`src/adcs_regs.svh`:
```
// Purpose: register map, field positions, reset values and timing counts of the sequencer
// Assumes: 32-bit Avalon-MM slave with byte addresses, 8-bit registers in lane 0
// Notes: counts are in conv_bit_period ticks or core_clk cycles as named
`ifndef ADCS_REGS_SVH
`define ADCS_REGS_SVH

`define ADCS_ADDR_W 5
`define ADCS_OFF_CONTROL_CHANNEL 5'h00
`define ADCS_OFF_REFERENCE_PINS 5'h04
`define ADCS_OFF_TIMING_FORMAT 5'h08
`define ADCS_OFF_RESULT_HIGH 5'h0C
`define ADCS_OFF_RESULT_LOW 5'h10
`define ADCS_OFF_STATUS 5'h14
`define ADCS_OFF_PORT_DATA 5'h18

// converter_control_channel fields
`define ADCS_CC_ON_BIT 0
`define ADCS_CC_RUN_BIT 1
`define ADCS_CC_CHAN_LSB 2
// converter_reference_pins fields
`define ADCS_RP_CFG_LSB 0
`define ADCS_RP_VREF_LSB 4
// converter_timing_format fields
`define ADCS_TF_CLK_LSB 0
`define ADCS_TF_ACQ_LSB 3
`define ADCS_TF_JUSTIFY_BIT 7
// status fields
`define ADCS_ST_DONE_BIT 0
`define ADCS_ST_BUSY_BIT 1

// reset values and the analog pin limit
`define ADCS_RST_PORT_CFG_ANALOG 4'h0
`define ADCS_RST_PORT_CFG_DIGITAL 4'h7
`define ADCS_RST_RESULT 8'h00
`define ADCS_ANALOG_LIMIT 5'h0F

// timing counts and the compare trigger mode
`define ADCS_CONV_HOLD_TAD 5'd1
`define ADCS_WAIT_TAD 5'd2
`define ADCS_INSTR_CYCLE_CLKS 3'd4
`define ADCS_DIV_2 7'd2
`define ADCS_DIV_4 7'd4
`define ADCS_DIV_8 7'd8
`define ADCS_DIV_16 7'd16
`define ADCS_DIV_32 7'd32
`define ADCS_DIV_64 7'd64
`define ADCS_ACQ_TAD_1 5'd2
`define ADCS_ACQ_TAD_2 5'd4
`define ADCS_ACQ_TAD_3 5'd6
`define ADCS_ACQ_TAD_4 5'd8
`define ADCS_ACQ_TAD_5 5'd12
`define ADCS_ACQ_TAD_6 5'd16
`define ADCS_ACQ_TAD_7 5'd20
`define ADCS_COMPARE_TRIGGER_MODE 4'hB

`endif

```
`src/adcs_pkg.sv`:
```
// Purpose: types shared by the conversion sequencer files
// Assumes: adcs_regs.svh supplies all numeric constants
// Notes: carriers are packed structs
package adcs_pkg;

	typedef enum logic [2:0] {
		ADCS_OFF,
		ADCS_SAMPLE,
		ADCS_DELAY,
		ADCS_ACQ,
		ADCS_HOLD,
		ADCS_CONV,
		ADCS_WAIT
	} adcs_state_t;

	typedef struct packed {
		logic [4:0] address;
		logic read;
		logic write;
		logic [31:0] writedata;
		logic [3:0] byteenable;
	} adcs_avs_req_t;

	typedef struct packed {
		logic sample_enable;
		logic discharge;
		logic [9:0] dac_code;
		logic [3:0] channel;
		logic [1:0] vref_select;
	} adcs_analog_out_t;

	typedef struct packed {
		logic [5:0] count;
		logic tick;
	} adcs_tad_state_t;

endpackage

```
`src/adcs_tad_gen.sv`:
```
// Purpose: conv_bit_period tick generator from core_clk or the rc_conversion_clock
// Assumes: rc_edge is already synchronised to core_clk, one cycle wide
// Notes: the counter restarts whenever enable drops, so the first tick is a full period
`timescale 1ns/1ps
`include "adcs_regs.svh"
module adcs_tad_gen
	import adcs_pkg::*;
(
	input wire logic core_clk,
	input wire logic reset_n,
	input wire logic enable,
	input wire logic [2:0] conv_clock_select,
	input wire logic rc_edge,
	output logic tad_tick
);
	adcs_tad_state_t r;
	adcs_tad_state_t next_r;
	logic [6:0] divide;

	// oscillator periods per conv_bit_period, x11 picks the rc clock
	always_comb begin
		case (conv_clock_select)
			3'b000: divide = `ADCS_DIV_2;
			3'b100: divide = `ADCS_DIV_4;
			3'b001: divide = `ADCS_DIV_8;
			3'b101: divide = `ADCS_DIV_16;
			3'b010: divide = `ADCS_DIV_32;
			3'b110: divide = `ADCS_DIV_64;
			default: divide = `ADCS_DIV_2;
		endcase
	end

	// divider or rc edge pass-through
	always_comb begin
		next_r = r;
		next_r.tick = 1'b0;
		if (!enable) begin
			next_r.count = 6'h00;
		end else if (conv_clock_select[1:0] == 2'b11) begin
			next_r.tick = rc_edge;
		end else if ({1'b0, r.count} == divide - 7'd1) begin
			next_r.count = 6'h00;
			next_r.tick = 1'b1;
		end else begin
			next_r.count = r.count + 6'd1;
		end
	end

	always_ff @(posedge core_clk or negedge reset_n) begin
		if (!reset_n) begin
			r <= '0;
		end else begin
			r <= next_r;
		end
	end

	assign tad_tick = r.tick;
endmodule

```
`src/adcs_sequencer.sv`:
```
// Purpose: digital sequencer of a 10-bit successive-approximation converter
// Assumes: core_clk is the oscillator; pins and rc clock are asynchronous
// Notes: registers sit on an Avalon-MM slave that answers one cycle after a request
//
// The register offsets and the Avalon-MM interface to the registers are this design's own decisions.
`timescale 1ns/1ps
`include "adcs_regs.svh"
module adcs_sequencer
	import adcs_pkg::*;
(
	input wire logic core_clk,
	input wire logic reset_n,
	input wire adcs_avs_req_t avs_req,
	output logic [31:0] avs_readdata,
	output logic avs_waitrequest,
	input wire logic rc_conversion_clock,
	input wire logic comparator_high,
	input wire logic [7:0] port_pins,
	input wire logic port_two_analog_reset_fuse,
	input wire logic special_event,
	input wire logic [3:0] compare_mode_field,
	output logic timer_reset,
	output adcs_analog_out_t analog_out
);
	typedef struct packed {
		adcs_state_t state;
		logic [4:0] tad_cnt;
		logic [2:0] dly_cnt;
		logic [3:0] bit_idx;
		logic converter_on;
		logic run;
		logic [3:0] channel_select;
		logic [1:0] vref_select;
		logic [3:0] port_analog_config;
		logic result_justify;
		logic [2:0] acq_time_select;
		logic [2:0] conv_clock_select;
		logic [7:0] result_high_byte;
		logic [7:0] result_low_byte;
		logic conversion_done_flag;
		logic waitrequest;
		logic [31:0] readdata;
		logic timer_reset;
		logic fuse_loaded;
		adcs_analog_out_t analog;
		logic rc_s1;
		logic rc_s2;
		logic rc_s3;
		logic cmp_q;
		logic [7:0] pin_s1;
		logic [7:0] pin_s2;
	} adcs_core_t;

	adcs_core_t r;
	adcs_core_t next_r;
	logic tad_tick;
	logic tad_enable;
	logic [7:0] analog_mask;
	logic [4:0] acq_tads;
	logic [31:0] rd_value;
	logic served_write;
	logic ctrl_write;
	logic busy;
	logic [9:0] final_code;

	// bit period ticks run only while a timed phase is active
	assign tad_enable = (r.state == ADCS_ACQ) || (r.state == ADCS_HOLD) ||
		(r.state == ADCS_CONV) || (r.state == ADCS_WAIT);

	adcs_tad_gen u_tad_gen (
		.core_clk(core_clk),
		.reset_n(reset_n),
		.enable(tad_enable),
		.conv_clock_select(r.conv_clock_select),
		.rc_edge(r.rc_s2 & ~r.rc_s3),
		.tad_tick(tad_tick)
	);

	// per-pin analog mask from the port analog configuration code
	generate
		for (genvar i = 0; i < 8; i++) begin : g_mask
			assign analog_mask[i] = ({1'b0, 4'(i)} + {1'b0, r.port_analog_config}) <
				`ADCS_ANALOG_LIMIT;
		end
	endgenerate

	// acquisition length in bit periods, code 000 is manual
	always_comb begin
		case (r.acq_time_select)
			3'd1: acq_tads = `ADCS_ACQ_TAD_1;
			3'd2: acq_tads = `ADCS_ACQ_TAD_2;
			3'd3: acq_tads = `ADCS_ACQ_TAD_3;
			3'd4: acq_tads = `ADCS_ACQ_TAD_4;
			3'd5: acq_tads = `ADCS_ACQ_TAD_5;
			3'd6: acq_tads = `ADCS_ACQ_TAD_6;
			3'd7: acq_tads = `ADCS_ACQ_TAD_7;
			default: acq_tads = 5'd0;
		endcase
	end

	// busy covers everything from a taken start to the end of conversion
	assign busy = (r.state == ADCS_DELAY) || (r.state == ADCS_ACQ) ||
		(r.state == ADCS_HOLD) || (r.state == ADCS_CONV);

	// read mux, unmapped offsets read zero
	always_comb begin
		rd_value = 32'h0000_0000;
		case (avs_req.address)
			`ADCS_OFF_CONTROL_CHANNEL: begin
				rd_value[`ADCS_CC_ON_BIT] = r.converter_on;
				rd_value[`ADCS_CC_RUN_BIT] = r.run;
				rd_value[`ADCS_CC_CHAN_LSB +: 4] = r.channel_select;
			end
			`ADCS_OFF_REFERENCE_PINS: begin
				rd_value[`ADCS_RP_CFG_LSB +: 4] = r.port_analog_config;
				rd_value[`ADCS_RP_VREF_LSB +: 2] = r.vref_select;
			end
			`ADCS_OFF_TIMING_FORMAT: begin
				rd_value[`ADCS_TF_CLK_LSB +: 3] = r.conv_clock_select;
				rd_value[`ADCS_TF_ACQ_LSB +: 3] = r.acq_time_select;
				rd_value[`ADCS_TF_JUSTIFY_BIT] = r.result_justify;
			end
			`ADCS_OFF_RESULT_HIGH: rd_value[7:0] = r.result_high_byte;
			`ADCS_OFF_RESULT_LOW: rd_value[7:0] = r.result_low_byte;
			`ADCS_OFF_STATUS: begin
				rd_value[`ADCS_ST_DONE_BIT] = r.conversion_done_flag;
				rd_value[`ADCS_ST_BUSY_BIT] = busy;
			end
			`ADCS_OFF_PORT_DATA: rd_value[7:0] = r.pin_s2 & ~analog_mask;
			default: rd_value = 32'h0000_0000;
		endcase
	end

	// a write takes effect only at the edge where waitrequest is seen low
	assign served_write = avs_req.write && !avs_req.read && !r.waitrequest &&
		avs_req.byteenable[0];
	assign ctrl_write = served_write && (avs_req.address == `ADCS_OFF_CONTROL_CHANNEL);

	// last trial bit decided by the comparator, used on the final bit period
	always_comb begin
		final_code = r.analog.dac_code;
		final_code[0] = r.cmp_q;
	end

	// main next-state process
	always_comb begin
		next_r = r;
		// synchronisers, first stage read only by the second
		next_r.rc_s1 = rc_conversion_clock;
		next_r.rc_s2 = r.rc_s1;
		next_r.rc_s3 = r.rc_s2;
		// comparator answers to our own dac_code flops; a single capture stage lets a
		// two-clock bit period decide on the current trial code, not the previous one
		next_r.cmp_q = comparator_high;
		next_r.pin_s1 = port_pins;
		next_r.pin_s2 = r.pin_s1;

		// fuse caught once, the first cycle after reset release
		if (!r.fuse_loaded) begin
			next_r.fuse_loaded = 1'b1;
			next_r.port_analog_config = port_two_analog_reset_fuse ?
				`ADCS_RST_PORT_CFG_ANALOG : `ADCS_RST_PORT_CFG_DIGITAL;
		end

		// bus handshake: one wait cycle, then a one-cycle acknowledge
		next_r.waitrequest = !((avs_req.read || avs_req.write) && r.waitrequest);
		if (avs_req.read && r.waitrequest) begin
			next_r.readdata = rd_value;
		end

		// register writes
		if (served_write) begin
			case (avs_req.address)
				`ADCS_OFF_CONTROL_CHANNEL: begin
					next_r.converter_on = avs_req.writedata[`ADCS_CC_ON_BIT];
					next_r.channel_select = avs_req.writedata[`ADCS_CC_CHAN_LSB +: 4];
					// run is only taken when the converter was already on
					if (!avs_req.writedata[`ADCS_CC_ON_BIT]) begin
						next_r.run = 1'b0;
					end else if (r.converter_on) begin
						next_r.run = avs_req.writedata[`ADCS_CC_RUN_BIT];
					end
				end
				`ADCS_OFF_REFERENCE_PINS: begin
					next_r.port_analog_config = avs_req.writedata[`ADCS_RP_CFG_LSB +: 4];
					next_r.vref_select = avs_req.writedata[`ADCS_RP_VREF_LSB +: 2];
				end
				`ADCS_OFF_TIMING_FORMAT: begin
					next_r.conv_clock_select = avs_req.writedata[`ADCS_TF_CLK_LSB +: 3];
					next_r.acq_time_select = avs_req.writedata[`ADCS_TF_ACQ_LSB +: 3];
					next_r.result_justify = avs_req.writedata[`ADCS_TF_JUSTIFY_BIT];
				end
				`ADCS_OFF_RESULT_HIGH: next_r.result_high_byte = avs_req.writedata[7:0];
				`ADCS_OFF_RESULT_LOW: next_r.result_low_byte = avs_req.writedata[7:0];
				`ADCS_OFF_STATUS: begin
					if (avs_req.writedata[`ADCS_ST_DONE_BIT]) begin
						next_r.conversion_done_flag = 1'b0;
					end
				end
				default: begin
				end
			endcase
		end

		// compare trigger: timer always reset, run only while on
		next_r.timer_reset = special_event &&
			(compare_mode_field == `ADCS_COMPARE_TRIGGER_MODE);
		if (special_event && (compare_mode_field == `ADCS_COMPARE_TRIGGER_MODE) &&
			r.converter_on) begin
			next_r.run = 1'b1;
		end

		// sequencer; idle mode is invisible here, only the bit clock matters
		case (r.state)
			ADCS_OFF: begin
				if (r.converter_on) begin
					next_r.state = ADCS_WAIT;
					next_r.tad_cnt = 5'd0;
				end
			end
			ADCS_SAMPLE: begin
				// start needs only run; channel and pin direction never gate it
				if (r.run) begin
					if (r.acq_time_select == 3'd0) begin
						next_r.state = ADCS_DELAY;
						next_r.dly_cnt = 3'd0;
					end else begin
						next_r.state = ADCS_ACQ;
						next_r.tad_cnt = 5'd0;
					end
				end
			end
			ADCS_DELAY: begin
				// one instruction cycle before sampling stops
				if (r.dly_cnt == `ADCS_INSTR_CYCLE_CLKS - 3'd1) begin
					next_r.state = ADCS_HOLD;
					next_r.tad_cnt = 5'd0;
				end else begin
					next_r.dly_cnt = r.dly_cnt + 3'd1;
				end
			end
			ADCS_ACQ: begin
				if (tad_tick) begin
					if (r.tad_cnt == acq_tads - 5'd1) begin
						next_r.state = ADCS_HOLD;
						next_r.tad_cnt = 5'd0;
					end else begin
						next_r.tad_cnt = r.tad_cnt + 5'd1;
					end
				end
			end
			ADCS_HOLD: begin
				// first of the eleven bit periods, sample held
				if (tad_tick) begin
					next_r.state = ADCS_CONV;
					next_r.bit_idx = 4'd9;
					next_r.analog.dac_code = 10'h200;
				end
			end
			ADCS_CONV: begin
				if (tad_tick) begin
					if (r.bit_idx == 4'd0) begin
						// completion: result, run, done flag
						next_r.state = ADCS_WAIT;
						next_r.tad_cnt = 5'd0;
						next_r.run = 1'b0;
						next_r.conversion_done_flag = 1'b1;
						if (r.result_justify) begin
							next_r.result_high_byte = {6'h00, final_code[9:8]};
							next_r.result_low_byte = final_code[7:0];
						end else begin
							next_r.result_high_byte = final_code[9:2];
							next_r.result_low_byte = {final_code[1:0], 6'h00};
						end
					end else begin
						// keep or drop the trial bit, then try the next lower one
						next_r.analog.dac_code[r.bit_idx] = r.cmp_q;
						next_r.analog.dac_code[r.bit_idx - 4'd1] = 1'b1;
						next_r.bit_idx = r.bit_idx - 4'd1;
					end
				end
			end
			ADCS_WAIT: begin
				if (tad_tick) begin
					if (r.tad_cnt == `ADCS_WAIT_TAD - 5'd1) begin
						next_r.state = r.converter_on ? ADCS_SAMPLE : ADCS_OFF;
						next_r.tad_cnt = 5'd0;
					end else begin
						next_r.tad_cnt = r.tad_cnt + 5'd1;
					end
				end
			end
			default: next_r.state = ADCS_OFF;
		endcase

		// abort: run cleared or converter switched off while busy
		if (busy && ctrl_write && (!avs_req.writedata[`ADCS_CC_RUN_BIT] ||
			!avs_req.writedata[`ADCS_CC_ON_BIT])) begin
			next_r.state = ADCS_WAIT;
			next_r.tad_cnt = 5'd0;
			next_r.result_high_byte = r.result_high_byte;
			next_r.result_low_byte = r.result_low_byte;
			next_r.conversion_done_flag = r.conversion_done_flag;
		end
		if (!next_r.converter_on && (r.state == ADCS_SAMPLE)) begin
			next_r.state = ADCS_OFF;
		end

		// a done event beats a clear in the same cycle
		if ((r.state == ADCS_CONV) && tad_tick && (r.bit_idx == 4'd0) &&
			!(busy && ctrl_write && (!avs_req.writedata[`ADCS_CC_RUN_BIT] ||
			!avs_req.writedata[`ADCS_CC_ON_BIT]))) begin
			next_r.conversion_done_flag = 1'b1;
		end

		// analog controls follow the next state so they come from flops
		next_r.analog.sample_enable = (next_r.state == ADCS_SAMPLE) ||
			(next_r.state == ADCS_ACQ) || (next_r.state == ADCS_DELAY);
		next_r.analog.discharge = (next_r.state == ADCS_WAIT) &&
			(next_r.tad_cnt == `ADCS_WAIT_TAD - 5'd1);
		next_r.analog.channel = next_r.channel_select;
		next_r.analog.vref_select = next_r.vref_select;
	end

	// single state register; reset aborts and switches off
	always_ff @(posedge core_clk or negedge reset_n) begin
		if (!reset_n) begin
			r <= '0;
			r.state <= ADCS_OFF;
			r.waitrequest <= 1'b1;
			r.port_analog_config <= `ADCS_RST_PORT_CFG_ANALOG;
			r.result_high_byte <= `ADCS_RST_RESULT;
			r.result_low_byte <= `ADCS_RST_RESULT;
		end else begin
			r <= next_r;
		end
	end

	assign avs_readdata = r.readdata;
	assign avs_waitrequest = r.waitrequest;
	assign timer_reset = r.timer_reset;
	assign analog_out = r.analog;
endmodule

```
`config.mk`:
```
export PLATFORM = sky130hd
export DESIGN_NAME = adcs_sequencer
export DESIGN_NICKNAME = d
export VERILOG_FILES = /design/src/adcs_pkg.sv /design/src/adcs_tad_gen.sv /design/src/adcs_sequencer.sv
export VERILOG_INCLUDE_DIRS = /design/src
export SDC_FILE = /design/constraint.sdc
export NUM_CORES = 1
export LEC_CHECK = 0
export ABC_AREA = 1
export BUFFER_PORTS_ARGS = -buffer_cell sky130_fd_sc_hd__buf_2
export CAP_MARGIN = 20
export CORE_ASPECT_RATIO = 1.1
export CORE_MARGIN = 2
export CORE_UTILIZATION = 57
export CTS_BUF_LIST = sky130_fd_sc_hd__clkbuf_8
export DETAILED_ROUTE_END_ITERATION = 12
export GPL_TIMING_DRIVEN = 0
export PLACE_DENSITY = 0.82
export SYNTH_ARGS = -nofsm -noshare
export SYNTH_HDL_FRONTEND = slang
export SYNTH_SLANG_ARGS = --single-unit
```
`constraint.sdc`:
```
create_clock -name core_clk -period 3.75 [get_ports core_clk]
set_input_delay 0 -clock core_clk [delete_from_list [all_inputs] [get_ports core_clk]]
set_output_delay 0 -clock core_clk [all_outputs]
set_load 0.01 [all_outputs]
```
### Word level (Yosys, flattened, before mapping)

Cells that the tools add are included.

* output and inout port bits: 52
* logic and storage cells: 217
* bits in registers: 101
* input bits: 61

* eq/ne operators: 43
* bitwise logic cells: 5
* add/subtract/negate cells: 13
* muxes and demuxes: 69
* reductions and logical operators: 45
* magnitude comparators: 12

Operators by type and width (count)
* $mux W8: 9
* $mux W17: 3
* $mux W36: 1
* $lt A5 B4 Y1 const B: 7
* $pmux W5 S7: 1
* $pmux W7 S5: 1
* $eq A3 B3 Y1 const B: 11
* $mux W10: 3
* $mux W6: 5
* $pmux W5 S6: 1
* $eq A3 B2 Y1 const B: 8
* $pmux W4 S6: 1
* $mux W3: 7
* $pmux W3 S7: 1
* $add A3 B4 Y5 const A: 4
* $pmux W10 S2: 1
* $logic_and A1 B1 Y1: 17
* $mux W1: 17
* $mux W16: 1
* $mux W4: 4
* $eq A5 B5 Y1 const B: 3
* $mux W5: 3
* $pmux W2 S7: 1
* $eq A3 B1 Y1 const B: 4
* 41 further kinds: 73

### Longest topological paths before layout

* depth in word-level cells: 12
* mapped depth: 18
* mapped depth without buffers: 18

### Cells and area by module

From an unflattened synthesis, not the netlist that was laid out.

* cell total of the unflattened synthesis: 762
* area total of the unflattened synthesis: 5962.0 µm²

Modules (own cells, without submodules)
* adcs_sequencer: cells each 679, area each 5445.2 µm², instances 1, sequential area each 2353.5 µm²
* adcs_tad_gen: cells each 83, area each 516.7 µm², instances 1, sequential area each 175.2 µm²

### Least setup slack after synthesis

OpenSTA, ideal clock, no wires.

* kind: register to register
* start point: register r[95] in the netlist's numbering
* end point: register r, in the netlist analog_out[16]
* cell stages (with the launch flop): 17
* data required time: 3.681 ns
* path buffers: 0
* path slack: 1.951 ns
* setup time: 0.069 ns
* arrival: 1.730 ns
* cells stage by stage: dfrtp_1 -> inv_2 -> nand2_1 -> ha_1 -> nand2_1 -> nand2_1 -> nor2_1 -> nand2_1 -> nor2_2 -> nand3_2 -> nand2_2 -> nand2_1 -> nand2_1 -> nand2_1 -> nand2_2 -> nand3_2 -> nor2_2

RTL lines
* start, declared: RTL line adcs_sequencer.sv:54 `adcs_core_t r;`
* start signal, assigned: RTL line adcs_sequencer.sv:335 `r <= next_r;`

### Worst setup path after layout

* start point: register r[109] in the netlist's numbering
* end point: register r[82] in the netlist's numbering

* word-level cells in the longest chain between the ends: 4

Ends and longest elaborated chain
* $logic_not A4 Y1: RTL line adcs_sequencer.sv:262 `if (r.bit_idx == 4'd0) begin`
* $mux W17: RTL line adcs_sequencer.sv:262
* $mux W17: RTL line adcs_sequencer.sv:261 `if (tad_tick) begin`
* $mux W17: RTL line adcs_sequencer.sv:214 `case (r.state)`

No other way between the ends.
A chain may end at the register's enable or synchronous reset.

==> flow_summary.ini <==
[outcome]
outcome = complete, no violations

[synth]
ys_ff_latch = 101
yosys_warnings = 0
synth_top_area_cell = dfrtp_1
yosysSeqAreaShare_pct = 41.97
synth_area_leaders = dfrtp_1, nand2_1, buf_4
syn_avg_cell_area_um2 = 7.990
synth_cells = 754
synth_top_cell_area_share_pct = 41.54
synthesis.area_um2 = 6025
yosysUniqueCellTypes = 49

[power_and_ir_drop]
seqPwrFrac_pct = 42.6
power.density_nw_per_um2 = 483.1
peakVddDrop_mv = 0.2757
p_sw_w = 0.001389
clock_power_share_pct = 19.7
p_leak_nw = 3.587
p_int_w = 0.002011
combPwrFrac_pct = 37.7
sw_frac_of_total_pct = 40.84

[routing]
top_layer = met4
vias = 5632
initialDrtViolationCount = 547
drc = 0
dr_wl_met3_um = 875
ant_nets = 0
detail_route.wirelength.met1_um = 6003
post_drt_wl_per_cell_um = 14.86
finalWirelength_um = 15160
met2_length_um = 7558
dr.pass1.iters = 5
viasPerCell = 5.522

[cts]
cts_root_buf = clkbuf_8
cts_tree = yes
post_cts_resized = 0
clkLatencyLatePin_ps = 380
cts_sinks = 101
cts_buffer_depth = 2
clk_pin_slew_worst_paths_ps = 100
htreeDepth = 3
cts_buffers = 9

[floorplan]
die_height_um = 111.8
coreArea_um2 = 10340
die-area_um2 = 11410
ios = 113
initial_core_util_pct = 58.24
die_w_um = 102.0
fp-row-count = 39

[timing]
grt_setup_unrepaired = false
slew_viol_final = 0
setup_viol = 0
worst_pin_slew_ps = 506.1
fmax_ghz = 0.4658
hold_viol = 0
period_needed_ps = 2147
timing.final.crit_share_pct = 57.25
setup-tns-final_ps = 0
clock_skew_ps = 17.21
slew_headroom_pct = 66.13

[critical_path]
slowest_stage = dfrtp_1
endpoint_kind = register
startpoint = r[109]$_DFFE_PN0P_
path_delay_family = simple AND/OR/NAND/NOR gates
worst-path-buf-inv = 3
crit_chain = inv_1 > ha_1 > nand2_4 > inv_2 > nand2_2 > nor2_8 > inv_2 > nand3_2 > o22ai_1 > a21oi_1 > o22ai_1
crit_type = register to register
cp_max_fo = 8
arrival_ps = 2400
reg2reg_to = r[82]$_DFFE_PN0N_
worst-path-stages = 11
start_kind = register
reg2reg_setup_slack_ps = 1600
crit_required_ps = 4000
rr_startpoint = r[109]$_DFFE_PN0P_
slowest_delay_ps = 460
ff2ff_path_depth = 11
critPathCapture = r[82]$_DFFE_PN0N_

[global_route]
grtUsageTotal_pct = 27.80
grt_max_degree = 71
grt-ovfl-total = 0
grt_antenna_before_repair = 0
grt_pass1_wl_um = 24990
first_global_vias = 5447

[final_layout]
n_antenna_cell = 0
synthToLayoutAreaGrowth_pct = 16.82
multi_input_area_um2 = 2745
regArea_um2 = 2529
drive_gt1_share_pct = 20.87
fillers = 856
nets = 955
utilization_pct = 68.03

[run]
drv_cap = 0

[hold_path]
worstHoldStart = port_two_analog_reset_fuse
min_path_type = input port to register

[placement]
place_congestion = 0.9710
hpwl_um = 11650
port_buffers = 61
==> final cells by class <==
cell class / count / area share, %
Buffer: 60 / 6.240
Clock buffer: 9 / 1.760
Tap cell: 143 / 2.542
Multi-Input combinational cell: 510 / 39.00
Timing Repair Buffer: 84 / 7.893
Clock inverter: 7 / 0.9778
Sequential cell: 101 / 35.93
Inverter: 106 / 5.653
==> worst reg2reg max path: cells and delay by family (launching register included) <==
kind / cells / cell delay (ps)
buffers and inverters: 3 / 340
adders and majority gates: 1 / 330
and+or+nand+nor: 4 / 490
DFF: 1 / 460
AOI/OAI and AO/OA: 3 / 420
==> layer usage <==
layer	vias up	track usage, %
met5	-	0
met4	0	14.13
met3	60	4.269
met2	248	46.14
met1	2680	34.87
li1	2644	-
==> cell usage after synthesis, drive strengths merged <==
master   instances
o21a             1
xnor2            3
a31oi            4
o22ai           34
inv            105
a22o             1
nor2            47
nand2          184
nor4             1
nand3b           1
or2              3
o221ai           2
a211oi           3
ha              22
nor3            11
a32oi            1
dfrtp          100
o211ai           6
a32o             1
dfstp            1
conb             2
o31ai            3
o21ai           62
o41ai            1
a21oi           21
o32ai            1
buf             57
clkbuf           3
a221oi           1
nand4            7
xor2             9
clkinv           1
a21o             1
o2111ai          3
nand3           47
a22oi            4
==> state kept, by name (all words and copies together), names as in the netlist <==
name	cells
analog_out	18
avs_readdata	8
avs_waitrequest	1
final_code	1
next_r	10
r	55
timer_reset	1
u_tad_gen.r	6
u_tad_gen.tad_tick	1
==> worst min path at each step <==
stage,slack [ps],cells after the start,to
after floorplan,-300,0,analog_out[0]$_DFFE_PN0P_
after global placement,110,1,next_r[18]$_DFF_PN0_
after detailed placement,-20,1,r[115]$_DFFE_PN0P_
after CTS,10,4,r[98]$_DFF_PN0_
after global routing,40,5,r[88]$_DFFE_PN0N_
final,20,4,r[98]$_DFF_PN0_
==> cells by family after synthesis <==
family | count (synthesis) | synth area share [%]
simple gates | 301 | 22.74
buf+inv | 166 | 13.89
compound gates | 150 | 14.95
flops | 101 | 41.97
fa+ha+maj | 22 | 4.569
xor+xnor | 12 | 1.745
other cells | 2 | 0.1247
==> metrics by stage <==
stage	worst slack, ps	instance area (µm²)	total power, W	hold slack, ps	std cells
floorplan	1951	6111	0.002353	-295.6	777
finish	1603	7038	0.003400	23.13	1020
global route	1427	7038	0.003636	39.90	1020
CTS	1622	7038	0.003396	13.71	1020
global placement	1639	6595	0.002644	108.5	981
detailed placement	1645	6625	0.002713	-21.05	982
==> power by group through the flow <==
stage               combinational (W)  sequential [W]  clock, W
global placement              0.00119         0.00146         0
finish                        0.00128         0.00145  0.000670
detailed placement            0.00125         0.00146         0
CTS                           0.00127         0.00144  0.000684
floorplan                    0.000938         0.00142         0
global route                  0.00143         0.00147  0.000734
==> cells in the final DEF (no fill, tap or decap), drive strengths merged, types with 9 or more instances in the layout <==
cell type,count
o22ai,34
buf,119
nor2,47
xor2,9
ha,22
dfrtp,100
nor3,11
a21oi,21
conb,25
dlygate4sd3,22
o21ai,62
clkbuf,12
nand3,47
nand2,184
inv,108
==> what timing repair did <==
item / in CTS / in global routing
endpoints found under the hold margin: 71 / 0
hold buffers: 22 / 0
buffers inserted: 0 / 0
endpoints found under the setup margin: 0 / 0
Power figures use the tool's default switching activity.
